**src/include/avo_pkg.sv**
```systemverilog
/*
 * Constants, types and decode helpers for the right-channel volume and
 * output-stage configuration register slice of the stereo amplifier.
 * Assumes the control-port engine hands over byte-wide register accesses
 * in the control-logic clock domain.
 */
package avo_pkg;

	// Register offsets
	localparam logic [7:0] AVO_OFS_RIGHT_GAIN   = 8'h05;
	localparam logic [7:0] AVO_OFS_OUTPUT_CFG   = 8'h06;
	localparam logic [7:0] AVO_OFS_RESERVED_SEV = 8'h07;

	// Reset values
	localparam logic [7:0] AVO_RST_RIGHT_GAIN = 8'hCF;
	localparam logic [7:0] AVO_RST_OUTPUT_CFG = 8'h51;

	// Field positions in the output stage configuration register
	localparam int AVO_BIT_PARALLEL = 7;
	localparam int AVO_POS_RATE_HI  = 6;
	localparam int AVO_POS_RATE_LO  = 4;
	localparam int AVO_POS_AGAIN_HI = 3;
	localparam int AVO_POS_AGAIN_LO = 2;
	localparam int AVO_BIT_MONO_SRC = 1;

	// Lowest code that still plays; anything below mutes
	localparam logic [7:0] AVO_MUTE_LIMIT = 8'h07;

	// Register access handed over by the control port
	typedef struct packed {
		logic       wr;    // Write strobe, one cycle
		logic       rd;    // Read strobe, one cycle
		logic [7:0] addr;  // Register offset
		logic [7:0] wdata; // Write data
	} avo_req_t;

	// Decoded settings seen by the audio path
	typedef struct packed {
		logic signed [8:0] gain_half_db;   // Gain in 0.5 dB steps
		logic              mute;           // Channel muted by code
		logic              parallel_mono;  // Parallel bridge mono
		logic              mono_src_left;  // Mono fed from left
		logic        [4:0] switch_mult;    // Switching per frame
		logic        [1:0] analog_gain;    // Analog gain select
		logic              double_speed;   // Double-speed rates
	} avo_cfg_t;

	// Switching rate multiple of the frame clock, single speed
	function automatic logic [4:0] avo_rate_mult(input logic [2:0] code);
		logic [4:0] m;
		m = 5'h06;
		case (code)
			3'h0: m = 5'h06;
			3'h1: m = 5'h08;
			3'h2: m = 5'h0A;
			3'h3: m = 5'h0C;
			3'h4: m = 5'h0E;
			3'h5: m = 5'h10;
			3'h6: m = 5'h14;
			3'h7: m = 5'h18;
		endcase
		return m;
	endfunction

endpackage

```
**src/design/avo_regs.sv**
```systemverilog
/*
 * Right-channel volume and output-stage configuration registers,
 * with decode of the settings for the audio and output stages.
 * Assumes the serial control-port engine decodes its frames into
 * single-cycle read and write strobes on mclk, and that the speed
 * select bit is driven from the format register on the same clock.
 */
`timescale 1ns/1ps
`default_nettype none

module avo_regs (
	input  wire logic             mclk,
	input  wire logic             rst_n,
	input  wire avo_pkg::avo_req_t req,
	input  wire logic             sample_speed_range,
	output var  logic [7:0]       rdata_q,
	output var  logic             rvalid_q,
	output var  logic [7:0]       right_gain_q,
	output var  logic [7:0]       output_cfg_q,
	output var  avo_pkg::avo_cfg_t cfg_q
);

	// Next values of the stored registers
	logic [7:0]        right_gain_d;  // Volume code
	logic [7:0]        output_cfg_d;  // Output stage settings
	logic [7:0]        rdata_d;       // Read data
	logic              rvalid_d;      // Read answer strobe
	avo_pkg::avo_cfg_t cfg_d;         // Decoded settings
	logic [4:0]        rate_full;     // Single-speed switching multiple

	// Register writes and read answers
	always_comb begin
		right_gain_d = right_gain_q;
		output_cfg_d = output_cfg_q;
		rdata_d      = 8'h00;
		rvalid_d     = req.rd;
		if (req.wr) begin
			// Writes to the reserved slot and unmapped offsets are dropped
			if (req.addr == avo_pkg::AVO_OFS_RIGHT_GAIN) begin
				right_gain_d = req.wdata;
			end else if (req.addr == avo_pkg::AVO_OFS_OUTPUT_CFG) begin
				output_cfg_d = req.wdata;
			end
		end
		if (req.rd) begin
			// Reserved slot and unmapped offsets read as zero
			if (req.addr == avo_pkg::AVO_OFS_RIGHT_GAIN) begin
				rdata_d = right_gain_q;
			end else if (req.addr == avo_pkg::AVO_OFS_OUTPUT_CFG) begin
				rdata_d = output_cfg_q;
			end else begin
				rdata_d = 8'h00;
			end
		end
	end

	// Register storage
	always_ff @(posedge mclk or negedge rst_n) begin
		if (!rst_n) begin
			right_gain_q <= avo_pkg::AVO_RST_RIGHT_GAIN;
			output_cfg_q <= avo_pkg::AVO_RST_OUTPUT_CFG;
			rdata_q      <= 8'h00;
			rvalid_q     <= 1'b0;
		end else begin
			right_gain_q <= right_gain_d;
			output_cfg_q <= output_cfg_d;
			rdata_q      <= rdata_d;
			rvalid_q     <= rvalid_d;
		end
	end

	// Speed select synchroniser is not needed: same clock domain
	// Decode of the stored settings
	always_comb begin
		cfg_d = '0;
		// Code 0xCF is unity; each step is 0.5 dB
		cfg_d.gain_half_db = $signed({1'b0, right_gain_q})
			- $signed({1'b0, avo_pkg::AVO_RST_RIGHT_GAIN});
		cfg_d.mute = (right_gain_q < avo_pkg::AVO_MUTE_LIMIT);
		cfg_d.parallel_mono =
			output_cfg_q[avo_pkg::AVO_BIT_PARALLEL];
		// Source choice only matters in mono mode; right when clear
		cfg_d.mono_src_left =
			output_cfg_q[avo_pkg::AVO_BIT_PARALLEL]
			& output_cfg_q[avo_pkg::AVO_BIT_MONO_SRC];
		cfg_d.double_speed = sample_speed_range;
		// Multiple for single speed; held apart so it can be halved
		rate_full = avo_pkg::avo_rate_mult(
			output_cfg_q[avo_pkg::AVO_POS_RATE_HI:
			avo_pkg::AVO_POS_RATE_LO]);
		// Double speed keeps the same code but halves the multiple
		if (sample_speed_range) begin
			cfg_d.switch_mult = {1'b0, rate_full[4:1]};
		end else begin
			cfg_d.switch_mult = rate_full;
		end
		cfg_d.analog_gain = output_cfg_q[avo_pkg::AVO_POS_AGAIN_HI:
			avo_pkg::AVO_POS_AGAIN_LO];
	end

	// Decoded settings register
	always_ff @(posedge mclk or negedge rst_n) begin
		if (!rst_n) begin
			cfg_q <= '0;
		end else begin
			cfg_q <= cfg_d;
		end
	end
endmodule

`default_nettype wire

```
**config.mk**
```make
export PLATFORM = sky130hd
export DESIGN_NAME = avo_regs
export DESIGN_NICKNAME = d
export VERILOG_FILES = /design/src/include/avo_pkg.sv /design/src/design/avo_regs.sv
export SDC_FILE = /design/constraint.sdc
export NUM_CORES = 1
export LEC_CHECK = 0
export ABC_CLOCK_PERIOD_IN_PS = 1470
export BUFFER_PORTS_ARGS = -buffer_cell sky130_fd_sc_hd__buf_2
export CAP_MARGIN = 0
export CORE_MARGIN = 4
export CORE_UTILIZATION = 30
export DETAILED_ROUTE_END_ITERATION = 10
export PLACE_DENSITY = 0.6
export SYNTH_ARGS = -nofsm -noshare
export SYNTH_HDL_FRONTEND = slang
export SYNTH_SLANG_ARGS = --single-unit
```
**constraint.sdc**
```tcl
create_clock -name mclk -period 1.47 [get_ports mclk]
set_input_delay 0.441 -clock mclk [delete_from_list [all_inputs] [get_ports mclk]]
set_output_delay 0.441 -clock mclk [all_outputs]
set_load 0.005 [all_outputs]
```
==> flow_summary.ini, run 1 <==
[yosys]
ys_top_cells_by_area = dfrtp_1, dfstp_2, mux2_2
synth-seq-cells = 45
yosysSeqAreaShare_pct = 64.10
ys_top_cells_by_count = dfrtp_1, mux2_2, nor2_1
netlist_area_um2 = 1774
synth_top_family_by_area = simple AND/OR/NAND/NOR gates
synthMostInstantiatedCell = dfrtp_1
synthMuxAreaShare_pct = 10.72
yosysTopAreaCellShare_pct = 50.78
synth-adder-area-share_pct = 1.410
ys_warn_count = 0
synth_compound_area_share_pct = 5.642
syn-instance-count = 130
synth_nets = 153
synth_edf_count = 0
yosys.area_share.simple_pct = 11.50
ys.flop_type = dfrtp_1
synthArstFlopShare_pct = 100.0
synth_top_area_cell = dfrtp_1
synth_xor_area_share_pct = 3.456
ys_types = 26
syn_avg_cell_area_um2 = 13.65

[setup_path]
cp.arrival_ns = 1.02
path_buf_inv = 1
worstSetupPathType = flop to output port
worstReg2RegStart = output_cfg_q[4]$_DFFE_PN1P_
crit_slowest_cell = dfstp_2
startpoint = output_cfg_q[4]$_DFFE_PN1P_
cp_cell_sequence = buf_2
startpoint_type = flop
endpoint_kind = output port
slowest_delay_ns = 0.59
worst_ep_required_time_ns = 1.03
cp_max_fo = 7
critPathTopFamily = flip-flops

[finish]
num_antenna_cells = 0
fin_cells = 279
nNetsFinal = 229
syn_to_final_growth_pct = 31.95
fin_util_pct = 41.74
drive_above_1_share_pct = 55.56
nFillCells = 561

[die]
initial_core_util_pct = 31.64
io_pins = 66
num_rows = 27
dieArea_um2 = 7208
core_area_um2 = 5608
chipWidth_um = 84.90
die_h_um = 84.90

[route]
wl_per_cell_um = 14.76
num_vias = 1256
initialDrtViolationCount = 49
drc = 0
finalWirelength_um = 4118
drtPass1Iterations = 4
drtAntennaViolNets = 0
via_per_inst = 4.502

[pwr]
peakVddDrop_uv = 316.8
p_leak_nw = 1.191
p_per_area_nw_per_um2 = 1020
clockPowerShare_pct = 33.5
swShare_pct = 24.17
pwr-share-comb_pct = 10.5
power.internal_w = 0.001811
seqPwrFrac_pct = 56.0
p_sw_w = 0.0005773

[placement]
port_buffers = 65
dp_hpwl_um = 2947
gp_congestion = 0.7228
placed_cells = 266

[clocking]
cts-hold-fix-buffers = 0
clk_pin_slew_ns = 0.08
cts_num_sinks = 45
htreeDepth = 2
cts_buffers = 5
cts-root-buf = clkbuf_8
clock_latency_ns = 0.30
cts_buffer_depth = 2
cts_tree = done

[sta]
fin_crit_ns = 1.456
setup_viol = 0
worst_pin_slew_ns = 0.3350
slew_headroom_pct = 77.61
skew_ns = 0.003362
hold_violations = 0
rsz0062_at_grt = yes
drv_slew = 0
timing.fmax_mhz = 686.8
fin_crit_sh_pct = 99.05

[grt]
antenna_found_initial = 0
grt_max_degree = 46
globalRoute.totalOverflow = 0
grt_usage_pct = 12.09
grt_pass1_vias = 1293
grt_pass1_wl_um = 6755

[job]
max_cap_viol_count = 0

[worst_hold_path]
hold_path_class = input port to async pin

[status]
status = complete, no violations
## flip-flops by register name (all words and copies together), names as in the netlist
register	count
rdata_q	8
cfg_q	20
output_cfg_q	8
right_gain_q	8
rvalid_q	1
## power groups by stage
stage | clock network (W) | logic (W) | registers, W
2_1_floorplan | 0 | 0.0000864 | 0.00137
3_5_place_dp | 0 | 0.000238 | 0.00137
6_report | 0.000799 | 0.000251 | 0.00134
3_3_place_gp | 0 | 0.000233 | 0.00137
4_1_cts | 0.000827 | 0.000252 | 0.00134
5_1_grt | 0.000880 | 0.000282 | 0.00135
## layout make-up
class	count	area [um^2]	area share [%]
inverters	3	11.26	0.4810
multi-input cells	75	585.6	25.01
clock buffers	6	82.58	3.528
flip-flops and latches	45	1137	48.58
well taps	72	90.09	3.848
repair buffers	76	420.4	17.96
clock inverters	2	13.76	0.5879
## per-stage QoR
| step | total power (W) | hold slack, ns | worst slack [ns] | area (um^2) | TNS, ns |
|---|---|---|---|---|---|
| after floorplan | 0.001458 | 0.1454 | 0.03997 | 1774 | 0 |
| after global placement | 0.001601 | 0.4169 | -0.1667 | 2202 | -2.144 |
| after detailed placement | 0.001607 | 0.4158 | -0.1886 | 2202 | -2.449 |
| after CTS | 0.002418 | 0.1077 | -0.001362 | 2321 | -0.001362 |
| after global routing | 0.002510 | 0.1121 | -0.03255 | 2341 | -0.03283 |
| final | 0.002388 | 0.1042 | 0.01393 | 2341 | 0 |
## final timing paths
check	endpoint	slack, ns	depth (start not counted)
worst max-delay path	output_cfg_q[4]	0.01	1
worst min-delay path	cfg_q[18]$_DFF_PN0_	0.10	2
worst max register to register	cfg_q[5]$_DFF_PN0_	0.12	5
worst min register to register	cfg_q[2]$_DFF_PN0_	0.43	0
max in group asynchronous	output_cfg_q[4]$_DFFE_PN1P_	1.09	2
min in group mclk	rvalid_q$_DFF_PN0_	0.26	1
## cells in the final DEF (no fill, tap or decap), types with 3 or more instances in the layout
master    synthesis  final
a22oi_1           8      8
buf_2             0     65
buf_4             5     10
clkbuf_8          0      6
dfrtp_1          36     36
dfstp_2           9      9
inv_1             3      3
mux2_2           16     16
nand2_1           6      6
nand3_1           3      3
nor2_1           11     11
o21ai_0           3      3
xor2_1            5      5
## cell families (layout without fill, tap and decap cells)
kind of cell,after synthesis,count (layout)
XOR/XNOR,7,7
adder cells (fa/ha/maj),2,2
multiplexers,17,17
AND/OR/NAND/NOR,34,34
buffers and inverters,10,87
flip-flops,45,45
AO/OA/AOI/OAI,15,15
## routing by layer
| metal | global-route usage, % | up-vias | wire length (um) |
|---|---|---|---|
| li1 | - | 600 | - |
| met3 | 3.689 | 6 | 313 |
| met2 | 17.79 | 48 | 1824 |
| met4 | 4.748 | 0 | 66 |
| met1 | 16.65 | 602 | 1914 |
| met5 | 0 | - | 0 |
## timing repair
action,in CTS,in global routing
setup endpoints to repair,5,4
gates resized for setup,0,1
endpoints found under the hold margin,0,0
setup buffers,4,2
(Power assumes the default switching activity.)
==> run 2: changes to the inputs <==
- CTS_BUF_LIST: not set -> sky130_fd_sc_hd__clkbuf_16
==> run 2 against run 1 <==
Against the previous run:
- via count shrank 1.1%
- sequential power is essentially flat
- register-to-register slack is essentially flat
- critical endpoint unchanged
- largest power group unchanged
- highest routed layer unchanged
==> flow_summary.ini, run 2 (same netlist as run 1, synthesis figures left out) <==
[sta]
fin_crit_ns = 1.435
rsz0062_at_grt = yes
fin_crit_sh_pct = 97.65
timing.fmax_mhz = 696.7
setup_viol = 0
worst_pin_slew_ns = 0.3355
slew_headroom_pct = 77.58
hold_violations = 0
hold_ws_ns = 0.1247
skew_ns = 0.002366
drv_slew = 0

[setup_path]
path_buf_inv = 1
cp.arrival_ns = 0.99
cp_max_fo = 7
slowest_delay_ns = 0.58
critPathTopFamily = flip-flops
crit_slowest_cell = dfstp_2
startpoint_type = flop
endpoint_kind = output port
cp_cell_sequence = buf_2
worstSetupPathType = flop to output port
worst_ep_required_time_ns = 1.03

[die]
num_rows = 27
initial_core_util_pct = 31.64
dieArea_um2 = 7208
die_h_um = 84.90
io_pins = 66
chipWidth_um = 84.90
core_area_um2 = 5608

[grt]
antenna_found_initial = 0
grt_pass1_vias = 1284
grt_usage_pct = 12.01
grt_max_degree = 46
globalRoute.totalOverflow = 0
grt_pass1_wl_um = 6665

[clocking]
cts_buffer_depth = 2
clock_latency_ns = 0.28
cts-root-buf = clkbuf_16
cts_tree = done
clk_pin_slew_ns = 0.06
cts_buffers = 5
cts_num_sinks = 45
htreeDepth = 2

[finish]
top_register = cfg_q
multi_input_area_um2 = 580.6
fin_util_pct = 42.35
regArea_um2 = 1137
nFillCells = 556
nNetsFinal = 228
final_cell_mix = buf_2, dfrtp_1, mux2_2, nor2_1
fin_cells = 278
largest_reg_flops = 20
num_antenna_cells = 0
drive_above_1_share_pct = 54.37
final_common_cell = buf_2
syn_to_final_growth_pct = 33.85

[placement]
placed_cells = 266
gp_congestion = 0.7228
dp_hpwl_um = 2947
port_buffers = 65

[status]
status = complete, no violations

[route]
finalWirelength_um = 4065
wl_met3_um = 298
drc = 0
dr_wl_met2_um = 1824
num_vias = 1242
via_per_inst = 4.468
wl_per_cell_um = 14.62
drtPass1Iterations = 4
drtAntennaViolNets = 0
dr.max_layer_used = met4
met1_length_um = 1884
initialDrtViolationCount = 62

[job]
max_cap_viol_count = 0

[worst_hold_path]
hold_path_class = input port to async pin

[pwr]
clockPowerShare_pct = 40.2
p_total_w = 0.002654
swShare_pct = 22.64
p_per_area_nw_per_um2 = 1117
seqPwrFrac_pct = 50.6
p_sw_w = 0.0006008
peakVddDrop_uv = 410.8
p_leak_nw = 1.204
power.internal_w = 0.002053
pwr-share-comb_pct = 9.2
## run 2: worst paths after layout
| path | start | end | slack [ns] | cells past startpoint |
|---|---|---|---|---|
| min reg2reg | output_cfg_q[3]$_DFFE_PN0P_ | cfg_q[2]$_DFF_PN0_ | 0.42 | 0 |
| max in group asynchronous | rst_n | output_cfg_q[6]$_DFFE_PN1P_ | 1.07 | 2 |
| min in group mclk | req[16] | rvalid_q$_DFF_PN0_ | 0.28 | 1 |
| max reg2reg | output_cfg_q[4]$_DFFE_PN1P_ | cfg_q[5]$_DFF_PN0_ | 0.11 | 5 |
| max | output_cfg_q[4]$_DFFE_PN1P_ | output_cfg_q[4] | 0.03 | 1 |
| min | rst_n | cfg_q[18]$_DFF_PN0_ | 0.12 | 2 |
## run 2: stage by stage
| step | area [um^2] | TNS, ns | worst slack, ns |
|---|---|---|---|
| 6_report | 2375 | 0 | 0.03458 |
| 5_1_grt | 2375 | -0.006724 | -0.006724 |
| 4_1_cts | 2352 | 0 | 0.01032 |
| 3_5_place_dp | 2202 | -2.449 | -0.1886 |
| 3_3_place_gp | 2202 | -2.144 | -0.1667 |
| 2_1_floorplan | 1774 | 0 | 0.03997 |
## run 2: power groups by stage
stage / clock [W] / combinational [W] / sequential, W
CTS: 0.00110 / 0.000244 / 0.00135
floorplan: 0 / 0.0000864 / 0.00137
detailed placement: 0 / 0.000238 / 0.00137
global route: 0.00116 / 0.000275 / 0.00135
global placement: 0 / 0.000233 / 0.00137
finish: 0.00107 / 0.000245 / 0.00134
## run 2: area by class of cell
cell class / instances / share of cell area (%)
inverter: 3 / 0.4742
timing repair buffer: 75 / 17.39
tap: 72 / 3.793
clock buffer: 5 / 5.269
clock inverter: 3 / 0.7376
sequential: 45 / 47.89
multi-input combinational: 75 / 24.45
## run 2: routing by layer
layer / GRT usage (%) / up-vias
li1: - / 597
met2: 17.37 / 48
met1: 16.40 / 593
met4: 5.180 / 0
met3: 3.981 / 4
met5: 0 / -
## run 2: timing repair
action                                  CTS  global route
hold endpoints to repair                  0             0
endpoints found under the setup margin    3             3
gates resized for setup                   0             0
hold buffers                              0             0
buffers inserted                          2             3
==> run 3: changes to the inputs <==
- CORE_UTILIZATION: 30 -> 35
- PLACE_DENSITY: 0.6 -> 0.67
==> run 3 against run 2 <==
Against the previous run:
- routed wire length decreased by 8.5%
- sequential share of layout area decreased by 0.38 points
- register-to-register slack improved by 0.02 ns
- flip-flop and latch count stayed put
- clock skew is 0.0032 ns higher
- final area grew 0.79%
- via count decreased by 2.1%
- count of clock-buffer cells in the layout did not move
- utilization is 7.3 points higher
- combinational power barely moved
- critical path depth unchanged
- critical endpoint unchanged
- largest cell class unchanged
==> flow_summary.ini, run 3 (same netlist as run 1, synthesis figures left out) <==
[finish]
fin_util_pct = 49.69
final_cell_mix = buf_2, dfrtp_1, mux2_2, nor2_1, buf_4
num_antenna_cells = 0
design_area_um2 = 2394
top_register = cfg_q
nFillCells = 456
final_common_cell = buf_2
drive_above_1_share_pct = 54.59
nNetsFinal = 229
syn_to_final_growth_pct = 34.91
largest_reg_flops = 20

[job]
max_cap_viol_count = 0

[clocking]
cts-hold-fix-buffers = 0
cts_buffers = 5
clk_pin_slew_ns = 0.06
clock_latency_ns = 0.28
cts-root-buf = clkbuf_16
cts_num_sinks = 45
cts_tree = done
cts_buffer_depth = 2
htreeDepth = 2

[grt]
antenna_found_initial = 0
grt_use_met1_pct = 15.79
globalRoute.totalOverflow = 0
use_met3_pct = 2.268
grt_usage_pct = 12.11
grt_pass1_vias = 1108
grt_max_degree = 26
met2_usage_pct = 19.70
top_usage_layer = met2
grt_pass1_wl_um = 5844

[placement]
dpl_cell_area_um2 = 2183
place_ws_ns = -0.1947
dp_hpwl_um = 2875
gp_congestion = 0.7803
port_buffers = 65

[setup_path]
cp_max_fo = 7
slowest_delay_ns = 0.59
cp_cell_sequence = buf_2
cp.arrival_ns = 1.01
path_buf_inv = 1
worst_ep_required_time_ns = 1.03
worstSetupPathType = flop to output port
critPathTopFamily = flip-flops
crit_slowest_cell = dfstp_2
endpoint_kind = output port
startpoint_type = flop

[sta]
setup_ws_ns = 0.02342
timing.fmax_mhz = 691.3
worst_pin_slew_ns = 0.3037
setup_viol = 0
slew_headroom_pct = 79.60
finalSetupTns_ns = 0
rsz0062_at_grt = no
fin_crit_ns = 1.447
fin_crit_sh_pct = 98.41
drv_slew = 0
skew_ns = 0.005521
hold_violations = 0

[die]
io_pins = 66
dieArea_um2 = 6272
core_area_um2 = 4817
chipWidth_um = 79.20
die_h_um = 79.20
initial_core_util_pct = 36.83
num_rows = 25

[route]
via_per_inst = 4.438
initialDrtViolationCount = 63
finalWirelength_um = 3720
num_vias = 1216
drc = 0
drtAntennaViolNets = 0
drtPass1Iterations = 4
wl_per_cell_um = 13.58

[pwr]
peakVddDrop_uv = 913.5
p_leak_nw = 1.211
p_total_w = 0.002807
p_per_area_nw_per_um2 = 1173

[status]
status = complete, no violations

[worst_hold_path]
hold_path_class = input port to async pin
[run 3: cell count changes in the layout (fill, tap and decap cells not counted), sizes merged]
cell      previous run  this run
buf                 75        76
clkinvlp             0         1
bufinv               0         1
clkinv               3         1
[run 3: layer usage]
layer  vias up  share of wire (%)
met2        27                 51
met4         0                1.5
met3         4                3.9
met5         -                  0
li1        600                  -
met1       585                 44
[run 3: timing repair]
action | in CTS | in global routing
gates resized for setup | 0 | 1
buffers inserted | 1 | 5
setup endpoints to repair | 2 | 5
hold endpoints to repair | 0 | 0
[run 3: worst paths after layout]
kind | start | endpoint | slack, ns | cells after the start
max reg2reg | output_cfg_q[4]$_DFFE_PN1P_ | cfg_q[6]$_DFF_PN0_ | 0.13 | 5
min in group mclk | req[16] | rvalid_q$_DFF_PN0_ | 0.29 | 1
max | output_cfg_q[4]$_DFFE_PN1P_ | output_cfg_q[4] | 0.02 | 1
min reg2reg | output_cfg_q[3]$_DFFE_PN0P_ | cfg_q[2]$_DFF_PN0_ | 0.44 | 0
max in group asynchronous | rst_n | right_gain_q[0]$_DFFE_PN1P_ | 1.07 | 2
min | rst_n | output_cfg_q[2]$_DFFE_PN0P_ | 0.13 | 2
[run 3: where the power goes]
| part | internal (W) | switching, W |
|---|---|---|
| Sequential | 0.00131 | 0.0000353 |
| Clock | 0.000794 | 0.000428 |
| Combinational | 0.000122 | 0.000120 |
| Total | 0.00222 | 0.000584 |
[run 3: area by class of cell]
class | instances | area (um^2) | share of cell area [%]
well taps | 67 | 83.83 | 3.502
clock buffers | 5 | 125.1 | 5.227
multi-input cells | 75 | 580.6 | 24.26
repair buffers | 76 | 414.1 | 17.30
flip-flops and latches | 45 | 1137 | 47.52
inverters | 3 | 11.26 | 0.4705
clock inverters | 3 | 41.29 | 1.725
[run 3: stage by stage]
step / hold slack [ns] / cells
final: 0.1333 / 274
after global routing: 0.1616 / 274
after CTS: 0.1362 / 269
after detailed placement: 0.4301 / 261
after global placement: 0.4299 / 261
after floorplan: 0.1454 / 130
